File: src/rtl/usasp_pkg.sv
// shared types and constants of the serial port
package usasp_pkg;

    // serial mode selected by software
    typedef enum logic [1:0] {
        USASP_SHIFT   = 2'h0,
        USASP_ASYNC10 = 2'h1,
        USASP_FIXED11 = 2'h2,
        USASP_VAR11   = 2'h3
    } usasp_mode_t;

    // word queued by a write to serial_buffer
    typedef struct packed {
        logic       ninth;
        logic [7:0] data;
    } usasp_txw_t;

    localparam int TXW_BITS   = $bits(usasp_txw_t);
    localparam int FIFO_DEPTH = 8;

    typedef enum logic [4:0] {
        TXS_IDLE  = 5'h01,
        TXS_WAIT  = 5'h02,
        TXS_START = 5'h04,
        TXS_DATA  = 5'h08,
        TXS_SHIFT = 5'h10
    } usasp_txs_t;

    typedef enum logic [2:0] {
        RXS_IDLE = 3'h1,
        RXS_BITS = 3'h2,
        RXS_HOLD = 3'h4
    } usasp_rxs_t;

    // divide-by-16 counter states
    localparam logic [3:0] CNT_LAST = 4'hf;
    localparam logic [3:0] SAMPLE_A = 4'h7;
    localparam logic [3:0] SAMPLE_B = 4'h8;
    localparam logic [3:0] SAMPLE_C = 4'h9;

    localparam logic [8:0] RX_ASYNC_PRELOAD = 9'h1ff;
    localparam logic [8:0] RX_SHIFT_PRELOAD = 9'h1fe;
    localparam logic [7:0] TX_DONE_PATTERN  = 8'h01;
    localparam logic [7:0] SERIAL_BUFFER_RESET       = 8'h00;

    // rollovers from the write to the end of a frame
    localparam logic [3:0] ROLLS_10 = 4'ha;
    localparam logic [3:0] ROLLS_11 = 4'hb;

endpackage

File: src/rtl/usasp_serial_port.sv
// serial port: shift mode, 10-bit and 11-bit asynchronous modes
`timescale 1ns/1ps

////////////////////////////////////////////////////////////////////////////////
module usasp_fifo #(
    parameter int WIDTH = 9,
    parameter int DEPTH = 8
) (
    input  wire logic             clk,
    input  wire logic             rst_n,
    input  wire logic             in_valid,
    input  wire logic [WIDTH-1:0] in_data,
    output logic                  in_ready,
    output logic                  out_valid,
    output logic      [WIDTH-1:0] out_data,
    input  wire logic             out_ready
);
    localparam int AW = $clog2(DEPTH);

    logic [WIDTH-1:0] mem [DEPTH];
    logic [AW-1:0]    wr_ptr_r;
    logic [AW-1:0]    rd_ptr_r;
    logic [AW:0]      count_r;
    logic [AW:0]      count_nxt;
    logic             push;
    logic             pop;

    assign push      = in_valid & in_ready;
    assign pop       = out_valid & out_ready;
    assign out_valid = (count_r != '0);
    assign out_data  = mem[rd_ptr_r];

    always_comb begin
        count_nxt = count_r;
        if (push && !pop) begin
            count_nxt = count_r + 1'b1;
        end else if (pop && !push) begin
            count_nxt = count_r - 1'b1;
        end
    end

    always_ff @(posedge clk) begin
        if (push) begin
            mem[wr_ptr_r] <= in_data;
        end
    end

    // pointers wrap only for power-of-two depths
    always_ff @(posedge clk or negedge rst_n) begin
        if (!rst_n) begin
            wr_ptr_r <= '0;
            rd_ptr_r <= '0;
            count_r  <= '0;
            in_ready <= 1'b1;
        end else begin
            if (push) begin
                wr_ptr_r <= wr_ptr_r + 1'b1;
            end
            if (pop) begin
                rd_ptr_r <= rd_ptr_r + 1'b1;
            end
            count_r  <= count_nxt;
            in_ready <= (count_nxt != (AW+1)'(DEPTH));
        end
    end
endmodule

////////////////////////////////////////////////////////////////////////////////
module usasp_serial_port (
    input  wire logic                   CLK,
    input  wire logic                   RST_N,
    input  wire usasp_pkg::usasp_mode_t MODE,
    input  wire logic                   THREE_WIRE_ENABLE,
    input  wire logic                   RX_ENABLE,
    input  wire logic                   MULTIPROC_GATE,
    input  wire logic                   DOUBLE_RATE_SELECT,
    input  wire logic                   TX_NINTH_BIT,
    input  wire logic                   TX_CLK_FROM_T2,
    input  wire logic                   RX_CLK_FROM_T2,
    input  wire logic                   T1_OVF,
    input  wire logic                   T2_OVF,
    input  wire logic                   WR_VALID,
    input  wire logic [7:0]             WR_DATA,
    output logic                        WR_READY,
    input  wire logic                   TX_DONE_CLR,
    input  wire logic                   RX_DONE_CLR,
    output logic [7:0]                  SERIAL_BUFFER,
    output logic                        RX_NINTH_BIT,
    output logic                        TX_DONE_FLAG,
    output logic                        RX_DONE_FLAG,
    output logic                        TX_ACTIVE,
    input  wire logic                   RXD_I,
    output logic                        RXD_O,
    output logic                        RXD_OE_N,
    output logic                        TXD_O,
    output logic                        TXD_OE_N,
    output logic                        PORT_ONE_BIT_FIVE,
    input  wire logic                   PORT_ONE_BIT_SIX,
    output logic                        PORT_ONE_BIT_SEVEN
);
    import usasp_pkg::*;

    function automatic logic [7:0] rev8(input logic [7:0] v);
        logic [7:0] r;
        for (int i = 0; i < 8; i++) r[i] = v[7 - i];
        return r;
    endfunction

    logic             rxd_s1_r, rxd_s2_r, din_s1_r, din_s2_r;
    logic             div2_r, half_r;
    logic             fixed_tick, tx_tick, rx_tick, m0_src, m0_half;
    logic [3:0]       tx_cnt_r, rx_cnt_r, roll_cnt_r;
    logic             tx_roll;
    usasp_txs_t       tx_state_r;
    logic [8:0]       tx_sr_r;
    logic             first_r, async_txd_r, m0_phase_r, m0_clk_r, m0_dat_r;
    logic             m0_idle, m0_three, m0_two;
    logic             tx_finish, tx_fill;
    usasp_txw_t       wr_word, fifo_word;
    logic [TXW_BITS-1:0] fifo_rdata;
    logic             fifo_valid, fifo_pop;
    usasp_rxs_t       rx_state_r;
    logic [8:0]       rx_sr_r, rx_shift_in;
    logic             rx_first_r, rx_last_r, smp_a_r, smp_b_r, rx_m0_r;
    logic             rx_bit, rx_fall, rx_decide, m0_sample;
    logic             m0_final, as_final, rx_load;
    logic [7:0]       rx_byte;

    ////////////////////////////////////////////////////////////////////////////
    // pin synchronisers
    always_ff @(posedge CLK or negedge RST_N) begin
        if (!RST_N) begin
            rxd_s1_r <= 1'b1;
            rxd_s2_r <= 1'b1;
            din_s1_r <= 1'b1;
            din_s2_r <= 1'b1;
        end else begin
            rxd_s1_r <= RXD_I;
            rxd_s2_r <= rxd_s1_r;
            din_s1_r <= PORT_ONE_BIT_SIX;
            din_s2_r <= din_s1_r;
        end
    end

    ////////////////////////////////////////////////////////////////////////////
    // rate ticks: tx_tick and rx_tick run at 16x the bit rate
    assign fixed_tick = DOUBLE_RATE_SELECT | div2_r;
    assign m0_src     = TX_NINTH_BIT ? T1_OVF : 1'b1;
    assign m0_half    = m0_src & (DOUBLE_RATE_SELECT | half_r);

    always_comb begin
        tx_tick = TX_CLK_FROM_T2 ? T2_OVF : T1_OVF;
        rx_tick = RX_CLK_FROM_T2 ? T2_OVF : T1_OVF;
        if (MODE == USASP_FIXED11) begin
            tx_tick = fixed_tick;
            rx_tick = fixed_tick;
        end
    end

    always_ff @(posedge CLK or negedge RST_N) begin
        if (!RST_N) begin
            div2_r <= 1'b0;
            half_r <= 1'b0;
        end else begin
            div2_r <= ~div2_r;
            if (m0_src) begin
                half_r <= ~half_r;
            end
        end
    end

    always_ff @(posedge CLK or negedge RST_N) begin
        if (!RST_N) begin
            tx_cnt_r <= '0;
        end else if (tx_tick) begin
            tx_cnt_r <= tx_cnt_r + 1'b1;
        end
    end
    assign tx_roll = tx_tick && (tx_cnt_r == CNT_LAST);

    ////////////////////////////////////////////////////////////////////////////
    // write queue in front of serial_buffer
    assign wr_word   = '{ninth: TX_NINTH_BIT, data: WR_DATA};
    assign fifo_word = usasp_txw_t'(fifo_rdata);
    assign fifo_pop  = fifo_valid && (tx_state_r == TXS_IDLE);

    usasp_fifo #(.WIDTH(TXW_BITS), .DEPTH(FIFO_DEPTH)) u_fifo (
        .clk       (CLK),
        .rst_n     (RST_N),
        .in_valid  (WR_VALID),
        .in_data   (wr_word),
        .in_ready  (WR_READY),
        .out_valid (fifo_valid),
        .out_data  (fifo_rdata),
        .out_ready (tx_state_r == TXS_IDLE)
    );

    ////////////////////////////////////////////////////////////////////////////
    // transmitter
    assign m0_idle  = ~MULTIPROC_GATE;
    assign m0_three = (MODE == USASP_SHIFT) && THREE_WIRE_ENABLE;
    assign m0_two   = (MODE == USASP_SHIFT) && !THREE_WIRE_ENABLE;
    assign tx_fill  = MODE[1] && first_r;
    // before the first 11-bit shift the word itself may look like the end
    assign tx_finish = !tx_fill && (tx_sr_r[8:1] == TX_DONE_PATTERN) &&
                       (((tx_state_r == TXS_DATA) && tx_roll) ||
                        ((tx_state_r == TXS_SHIFT) && m0_half && m0_phase_r));

    always_ff @(posedge CLK or negedge RST_N) begin
        if (!RST_N) begin
            tx_state_r  <= TXS_IDLE;
            tx_sr_r     <= '0;
            first_r     <= 1'b0;
            async_txd_r <= 1'b1;
            m0_phase_r  <= 1'b0;
            m0_clk_r    <= 1'b1;
            m0_dat_r    <= 1'b1;
        end else begin
            if (tx_state_r != TXS_SHIFT) begin
                m0_clk_r <= m0_idle;
            end
            unique case (tx_state_r)
                TXS_IDLE: if (fifo_pop) begin
                    // marker one, or the ninth bit in 11-bit modes
                    tx_sr_r <= {MODE[1] ? fifo_word.ninth : 1'b1,
                                fifo_word.data};
                    first_r    <= 1'b1;
                    m0_phase_r <= 1'b0;
                    m0_dat_r   <= fifo_word.data[0];
                    tx_state_r <= (MODE == USASP_SHIFT) ? TXS_SHIFT : TXS_WAIT;
                end
                TXS_WAIT: if (tx_roll) begin
                    async_txd_r <= 1'b0;
                    tx_state_r  <= TXS_START;
                end
                TXS_START: if (tx_roll) begin
                    async_txd_r <= tx_sr_r[0];
                    tx_state_r  <= TXS_DATA;
                end
                TXS_DATA: if (tx_roll) begin
                    tx_sr_r <= {tx_fill, tx_sr_r[8:1]};
                    first_r <= 1'b0;
                    if (tx_finish) begin
                        async_txd_r <= 1'b1;
                        tx_state_r  <= TXS_IDLE;
                    end else begin
                        async_txd_r <= tx_sr_r[1];
                    end
                end
                TXS_SHIFT: if (m0_half) begin
                    if (!m0_phase_r) begin
                        m0_clk_r   <= ~m0_idle;
                        m0_phase_r <= 1'b1;
                    end else begin
                        // data changes as the clock returns to idle
                        m0_clk_r   <= m0_idle;
                        m0_phase_r <= 1'b0;
                        tx_sr_r    <= {1'b0, tx_sr_r[8:1]};
                        m0_dat_r   <= tx_sr_r[1];
                        if (tx_finish) begin
                            m0_dat_r   <= 1'b1;
                            tx_state_r <= TXS_IDLE;
                        end
                    end
                end
            endcase
        end
    end

    ////////////////////////////////////////////////////////////////////////////
    // receiver
    assign rx_bit    = (smp_a_r & smp_b_r) | (smp_a_r & rxd_s2_r) |
                       (smp_b_r & rxd_s2_r);
    assign rx_fall   = rx_tick && rx_last_r && !rxd_s2_r;
    assign rx_decide = rx_tick && (rx_cnt_r == SAMPLE_C);
    assign m0_sample = rx_m0_r && (tx_state_r == TXS_SHIFT) &&
                       m0_half && m0_phase_r;
    assign m0_final  = m0_sample && !rx_sr_r[7];
    assign as_final  = (rx_state_r == RXS_BITS) && rx_decide &&
                       !rx_first_r && !rx_sr_r[8];
    // last bit shifted is the stop bit (10-bit) or the ninth bit (11-bit)
    assign rx_load   = m0_final || (as_final && !RX_DONE_FLAG &&
                       (!MULTIPROC_GATE || rx_bit));

    always_comb begin
        rx_shift_in = {rx_sr_r[7:0], m0_sample ? din_s2_r : rx_bit};
        rx_byte     = m0_sample ? rev8(rx_shift_in[7:0])
                                : rev8(rx_shift_in[8:1]);
    end

    always_ff @(posedge CLK or negedge RST_N) begin
        if (!RST_N) begin
            rx_state_r <= RXS_IDLE;
            rx_sr_r    <= RX_ASYNC_PRELOAD;
            rx_cnt_r   <= '0;
            rx_first_r <= 1'b0;
            rx_last_r  <= 1'b1;
            smp_a_r    <= 1'b1;
            smp_b_r    <= 1'b1;
            rx_m0_r    <= 1'b0;
        end else begin
            if (rx_tick) begin
                rx_cnt_r  <= rx_cnt_r + 1'b1;
                rx_last_r <= rxd_s2_r;
                if (rx_cnt_r == SAMPLE_A) smp_a_r <= rxd_s2_r;
                if (rx_cnt_r == SAMPLE_B) smp_b_r <= rxd_s2_r;
            end
            if (fifo_pop && m0_three && RX_ENABLE) begin
                rx_m0_r <= 1'b1;
                rx_sr_r <= RX_SHIFT_PRELOAD;
            end else if (m0_sample) begin
                rx_sr_r <= rx_shift_in;
                if (m0_final) rx_m0_r <= 1'b0;
            end
            if (MODE == USASP_SHIFT) begin
                rx_state_r <= RXS_IDLE;
            end else begin
                rx_m0_r <= 1'b0;
                unique case (rx_state_r)
                    RXS_IDLE: if (RX_ENABLE && rx_fall) begin
                        rx_cnt_r   <= '0;
                        rx_sr_r    <= RX_ASYNC_PRELOAD;
                        rx_first_r <= 1'b1;
                        rx_state_r <= RXS_BITS;
                    end
                    RXS_BITS: if (rx_decide) begin
                        if (rx_first_r && rx_bit) begin
                            rx_state_r <= RXS_IDLE;
                        end else begin
                            rx_sr_r    <= rx_shift_in;
                            rx_first_r <= 1'b0;
                            if (as_final) begin
                                rx_state_r <= (MODE == USASP_ASYNC10) ?
                                              RXS_IDLE : RXS_HOLD;
                            end
                        end
                    end
                    RXS_HOLD: if (rx_decide) begin
                        rx_state_r <= RXS_IDLE;
                    end
                endcase
            end
        end
    end

    ////////////////////////////////////////////////////////////////////////////
    // buffer and flags; a set in the clearing cycle wins
    always_ff @(posedge CLK or negedge RST_N) begin
        if (!RST_N) begin
            SERIAL_BUFFER <= SERIAL_BUFFER_RESET;
            RX_NINTH_BIT  <= 1'b0;
        end else if (rx_load) begin
            SERIAL_BUFFER <= rx_byte;
            if (!m0_sample) RX_NINTH_BIT <= rx_shift_in[0];
        end
    end

    always_ff @(posedge CLK or negedge RST_N) begin
        if (!RST_N) begin
            TX_DONE_FLAG <= 1'b0;
            RX_DONE_FLAG <= 1'b0;
        end else begin
            TX_DONE_FLAG <= tx_finish | (TX_DONE_FLAG & ~TX_DONE_CLR);
            RX_DONE_FLAG <= rx_load | (RX_DONE_FLAG & ~RX_DONE_CLR);
        end
    end

    ////////////////////////////////////////////////////////////////////////////
    // pins; the extra register costs one clock of latency on every pin,
    // so the three-wire loop needs the slower shift rates to close
    always_ff @(posedge CLK or negedge RST_N) begin
        if (!RST_N) begin
            TXD_O              <= 1'b1;
            TXD_OE_N           <= 1'b0;
            RXD_O              <= 1'b1;
            RXD_OE_N           <= 1'b1;
            PORT_ONE_BIT_FIVE  <= 1'b1;
            PORT_ONE_BIT_SEVEN <= 1'b1;
            TX_ACTIVE          <= 1'b0;
        end else begin
            TXD_O    <= m0_two ? m0_clk_r : async_txd_r;
            TXD_OE_N <= 1'b0;
            RXD_O    <= m0_dat_r;
            RXD_OE_N <= !(m0_two && (tx_state_r == TXS_SHIFT));
            PORT_ONE_BIT_FIVE  <= m0_three ? m0_dat_r : 1'b1;
            PORT_ONE_BIT_SEVEN <= m0_three ? m0_clk_r : m0_idle;
            TX_ACTIVE <= (tx_state_r != TXS_IDLE);
        end
    end

    ////////////////////////////////////////////////////////////////////////////
    // checks
    always_ff @(posedge CLK or negedge RST_N) begin
        if (!RST_N) begin
            roll_cnt_r <= '0;
        end else if (fifo_pop) begin
            roll_cnt_r <= '0;
        end else if (tx_roll && (tx_state_r != TXS_IDLE)) begin
            roll_cnt_r <= roll_cnt_r + 1'b1;
        end
    end
endmodule

File: config.mk
export PLATFORM = sky130hd
export DESIGN_NAME = usasp_serial_port
export DESIGN_NICKNAME = d
export VERILOG_FILES = /design/src/rtl/usasp_pkg.sv /design/src/rtl/usasp_serial_port.sv
export SDC_FILE = /design/constraint.sdc
export NUM_CORES = 1
export LEC_CHECK = 0
export BUFFER_PORTS_ARGS = -buffer_cell sky130_fd_sc_hd__buf_2
export CAP_MARGIN = 10
export CORE_MARGIN = 3
export CORE_UTILIZATION = 45
export CTS_BUF_LIST = sky130_fd_sc_hd__clkbuf_4 sky130_fd_sc_hd__clkbuf_8
export DETAILED_ROUTE_END_ITERATION = 7
export PLACE_DENSITY = 0.7
export SKIP_LAST_GASP = 1
export SLEW_MARGIN = 15
export SYNTH_ARGS = -nofsm -noshare
export SYNTH_HDL_FRONTEND = slang
export SYNTH_HIERARCHICAL = 1
export SYNTH_SLANG_ARGS = --single-unit
File: constraint.sdc
create_clock -name CLK -period 3.98 [get_ports CLK]
set_input_delay 0.199 -clock CLK [delete_from_list [all_inputs] [get_ports CLK]]
set_output_delay 0.199 -clock CLK [all_outputs]
set_load 0.005 [all_outputs]
* Yosys cells after proc, flatten, opt, wreduce, memory -nomap -nowiden
Memories as Yosys holds them, arrays and structs flattened.
Cells that the tools add are included.
** Word-level totals
- Register bits :: 78
- Memory bits (writable) :: 72
- Bits of input ports :: 26
- Word-level logic and storage cells :: 234
- Memories kept :: 1
** Memories
- u_fifo.mem :: depth 8, width 9, read ports 1, clocked after memory_dff 0, write ports 1, RTL line usasp_serial_port.sv:20 : logic [WIDTH-1:0] mem [DEPTH];
** Cells by class
- Add/subtract/negate cells :: 6
- Equal/unequal tests :: 33
- Mux-type cells :: 75
- Bitwise logic cells :: 21
- Reductions and logical operators :: 62
** Operators with widths (count)
- $mux 9 :: 10
- $mux 5 :: 8
- $mux 1 :: 34
- $logic_and 1x1->1 :: 29
- $pmux 9 s3 :: 1
- $pmux 5 s5 :: 1
- $mux 4 :: 6
- $mux 3 :: 7
- $ne 2x2->1 const B :: 9
- $pmux 9 s2 :: 1
- $add 4x1->4 const B :: 3
- $eq 4x4->1 const B :: 3
- $ne 3x3->1 const B :: 4
- $reduce_and 4->1 :: 3
- $logic_not 1->1 :: 11
- $reduce_and 5->1 :: 2
- $pmux 3 s3 :: 1
- $and 1x1->1 :: 8
- $eq 8x1->1 const B :: 1
- $mux 8 :: 1
- $pmux 1 s2 :: 4
- $reduce_and 2->1 :: 4
- $not 1->1 :: 7
- $add 3x1->3 const B :: 2
- 26 further kinds :: 37

* Longest topological paths before layout
- Depth in word-level cells :: 11
- Depth in mapped cells :: 9
- Mapped depth without buffers :: 8

* Cells and area by module
The synthesis kept the hierarchy.
** By module, submodules not included
- usasp_serial_port :: times used 1, cells each 345, area an instance 3459.6 um^2, seq. area each 1709.1 um^2
- usasp_fifo :: times used 1, cells each 178, area an instance 3445.8 um^2, seq. area each 2438.6 um^2

* Worst setup path before layout
Ideal clock, no wire load.
- Path kind :: register to register
- Start :: register u_fifo.count_r[1]
- End :: register tx_state_r[3]
- Library setup time :: 125 ps
- Arrival :: 2222 ps
- Required time :: 3855 ps
- Path slack :: 1633 ps
- Stages on the path, launching flop included :: 9
- Clock period less this slack :: 2347 ps
- Path through :: dfrtp_1 > inv_1 > ha_1 > nor3b_4 > inv_2 > o32ai_1 > o211ai_1 > a211oi_1 > mux2_2
** On the way
- Cells in the longest elaborated chain, start to end :: 4
** RTL lines
- from (decl) :: RTL line usasp_serial_port.sv:23 : logic [AW:0] count_r;
- from (signal assigned) :: RTL line usasp_serial_port.sv:62 : count_r <= count_nxt;
- $reduce_bool 4->1 :: RTL line usasp_serial_port.sv:30 : assign out_valid = (count_r != '0);
- net fifo_valid :: RTL line usasp_serial_port.sv:121 : logic fifo_valid, fifo_pop;
- $logic_and 1x1->1 :: RTL line usasp_serial_port.sv:185 : assign fifo_pop = fifo_valid && (tx_state_r == TXS_IDLE);
- $ne 2x2->1 (no source line)
- $reduce_and 6->1 (no source line)
- to (signal assigned) :: RTL line usasp_serial_port.sv:230 : tx_state_r <= (MODE == USASP_SHIFT) ? TXS_SHIFT : TXS_WAIT;
- to (decl) :: RTL line usasp_serial_port.sv:114 : usasp_txs_t tx_state_r;
The timed path passes the listed nets, and every way through them passes these cells.
A chain may end at the register's enable or synchronous reset.

* Worst setup path after layout
Same ends and word-level chain as after synthesis.

==> summary.md <==
| Metric | Value |
|---|---|
| Status | finished, final reports clean |
| Max H-tree Level | 4 |
| Total wire length | between 10 and 15 mm |
| Worst skew pair latency | between 400 and 500 ps |
| Main area contributors after synthesis | edfxtp_1 (31%), dfrtp_1 (18%), dfstp_2 (10%), mux4_2 (5.9%), mux2_2 (2.8%) |
| Ys Warns | 6 |
| Via Count | approximately 4500 |
| Worst slew pin tran | between 1000 and 1500 ps |
| Cell accounting for the most synthesized area | edfxtp_1 |
| Post-synth EDFFs | between 70 and 80 |
| CP startpoint | u_fifo/count_r[1] |
| Min Tclk post-route | ~2700 ps |
| Worst-case reg-to-reg path depth | 8 |
| Final #Nets | a little over 600 |
| Leakage power | between 2 and 3 nW |
| Initial antenna violation count | 0 |
| Initial core utilization | 0.468 |
| DRT antenna net count | 0 |
| F_max | ~370 MHz |
| Core box area | roughly 15000 µm² |
| Worst-case vdd ir drop | around 0.38 mV |
| Die H | 130 µm |
| Pwr dens | 612 nW/µm² |
| #FFs+latches synth | 150 |
| # clock sinks | 150 |
| Period utilization | 0.680 |
| Fin Setup TNS | 0 ps |
| GRT overflow | 0 |
| I/O Buffers | 43 |
| Critical path data arrival time | 3040 ps |
| Critical path class | reg -> reg |
| Final std cells w/o fill | just under 800 |
| # rows | 44 |
| Layout Skew | roughly 8.5 ps |
| CTS tree | built |
| Drt initial violations | ~340 |
| Avg Inst Size Synth | 13.2 µm² |
| Worst Hold Depth | 1 |
| DRC viols | 0 |
| Async SR Flop Fraction | 0.520 |
| # resized after CTS | 0 |
| RSZ-0062 raised after global routing | no |
| First-pass GRT wire length | between 20 and 25 mm |
| Placed Cells | 729 |
| Hold_ws | 33.9 ps |
| Placer Congestion | a little over 0.8 |
| Vias per inst | 5.75 |
| Hold Crit Class | in -> reg |
| Most frequent cell after synthesis | edfxtp_1 |
| CTS Root Cell | clkbuf_8 |
| Clock Tree Buf Depth | 2 |
| Post-synth top area share | 0.313 |
| Die ar. | between 15000 and 20000 µm² |
| Total CTS buffers | 17 |
| Die X | roughly 130 µm |
| Mapped Nets | ~560 |
| Fillers | roughly 1200 |
| Wire per inst | about 18 µm |
| Reg area | between 4000 and 5000 µm² |
| Post-detail-place hpwl | around 9 mm |
| Antenna cells | 0 |
| # IOs | 45 |
| Final setup viols | 0 |
| Router iterations before antenna repair | 7 |
| Synth Cell Area | approximately 6900 µm² |
| Vias in the first global route | 4402 |
| Gate count after technology mapping | 523 |
| Rel. slew slack | 0.291 |
| Layout cells sized above 1 | 0.278 |
| Ys flop type | edfxtp_1 |
| Top post-synthesis cells by count | edfxtp_1 (72), dfrtp_1 (51), nand2_1 (42) |
| Fin. Hold Viols | 0 |
| Setup Fix Bufs, Post-CTS | 0 |
| Hold Buf Count CTS | 13 |
| Pin count of the biggest net entering global routing | 79 |
| GRT Total Usage | 0.170 |
| Cell variety after synth | just under 80 |
| Hold path startpoint | WR_DATA[3] |
| Critical Path Fanout Max | 13 |
| Multi-input gate area | roughly 2600 µm² |
| Slew Viols, Final | 0 |
| Worst Setup End Kind | flip-flop |
| Sequential-to-total area share from yosys stat | 0.601 |
| Area Growth Syn to Fin | 12.1% |
| Reg-to-Reg Start | u_fifo/count_r[1] |
| Clock slew at reported path FFs | ~90 ps |
| WP data required | ~4300 ps |
| CP Launch Type | flip-flop |
| Max-cap check violation count | 0 |
==> worst paths after layout <==
check	endpoint	slack, ps
hold reg to reg	din_s2_r	360
hold / removal	u_fifo/mem[3][3]	30
setup reg to reg	tx_state_r[3]	1270
setup / recovery	tx_state_r[3]	1270
min in group asynchronous	SERIAL_BUFFER[2]	440
max in group asynchronous	u_fifo/wr_ptr_r[1]	2930
==> power by group <==
group | total (mW) | switching (mW) | internal [mW]
clock network | 1.06 | 0.605 | 0.454
registers | 2.47 | 0.369 | 2.10
logic | 1.21 | 0.621 | 0.590
total | 4.74 | 1.60 | 3.14
==> layer usage <==
layer  share of wire  GRT usage  vias up
met5               0          0        -
met3           0.046     0.0471       12
li1                -          -     2100
met4           0.012     0.0623        0
met2            0.50      0.278      112
met1            0.44      0.218     2228
==> kinds of logic after synthesis <==
| family | Yosys count | synth area share |
|---|---|---|
| AO/OA/AOI/OAI | 96 | 0.0944 |
| XOR/XNOR | 13 | 0.0165 |
| adder cells (fa/ha/maj) | 9 | 0.0159 |
| buffers and inverters | 42 | 0.0326 |
| flip-flops | 150 | 0.601 |
| multiplexers | 48 | 0.105 |
| other | 1 | 0.000543 |
| AND/OR/NAND/NOR | 164 | 0.134 |
==> metrics by stage <==
stage               area, µm²  setup WS, ps  total power [mW]  utilization
floorplan                6910          1630              3.30            -
global placement         7240          1480              3.62        0.491
detailed placement       7240          1310              3.70        0.491
CTS                      7730          1320              4.78        0.524
global route             7740          1150              5.03        0.525
finish                   7740          1270              4.74        0.525
==> layout make-up <==
type                       instances  area share
multi-input combinational        331       0.331
sequential                       150       0.536
inverter                          18     0.00873
timing repair buffer              59      0.0478
clock buffer                      18      0.0312
clock inverter                    14      0.0152
tap                              184      0.0297
==> worst max-delay path, cell delays in order, from the launching register on <==
cell and delay (ps):
dfrtp_1 470, inv_1 90, ha_1 180, nor3b_4 260, inv_2 150, o32ai_1 390
o211ai_1 150, a211oi_1 500, mux2_2 400
==> flip-flops by register name, summed over array words and instances, names as in the netlist, 4 cells and up <==
| signal | flops |
|---|---|
| u_fifo/mem | 72 |
| rx_sr_r | 9 |
| tx_sr_r | 9 |
| SERIAL_BUFFER | 8 |
| tx_state_r | 5 |
| rx_cnt_r | 4 |
| tx_cnt_r | 4 |
| u_fifo/count_r | 4 |
==> cell usage in the layout, fill, tap and decap left out, types with 4 or more instances in the layout <==
cell,count
nor4_1,10
nand3b_1,9
a21oi_1,21
nor2_1,25
o21ai_0,26
xor2_1,4
o221a_1,6
mux2_2,17
clkinv_4,4
inv_6,4
nand2b_1,8
nor3_2,4
nand3_1,16
dfrtp_1,51
buf_2,42
dlygate4sd3_1,13
nand4_1,6
nand2_1,42
mux2i_1,13
mux4_2,18
xnor2_1,9
dfstp_2,27
inv_1,17
ha_1,8
edfxtp_1,72
clkbuf_8,17
nor3_1,6
buf_4,4
No activity file was read; power rests on OpenSTA's default activity.
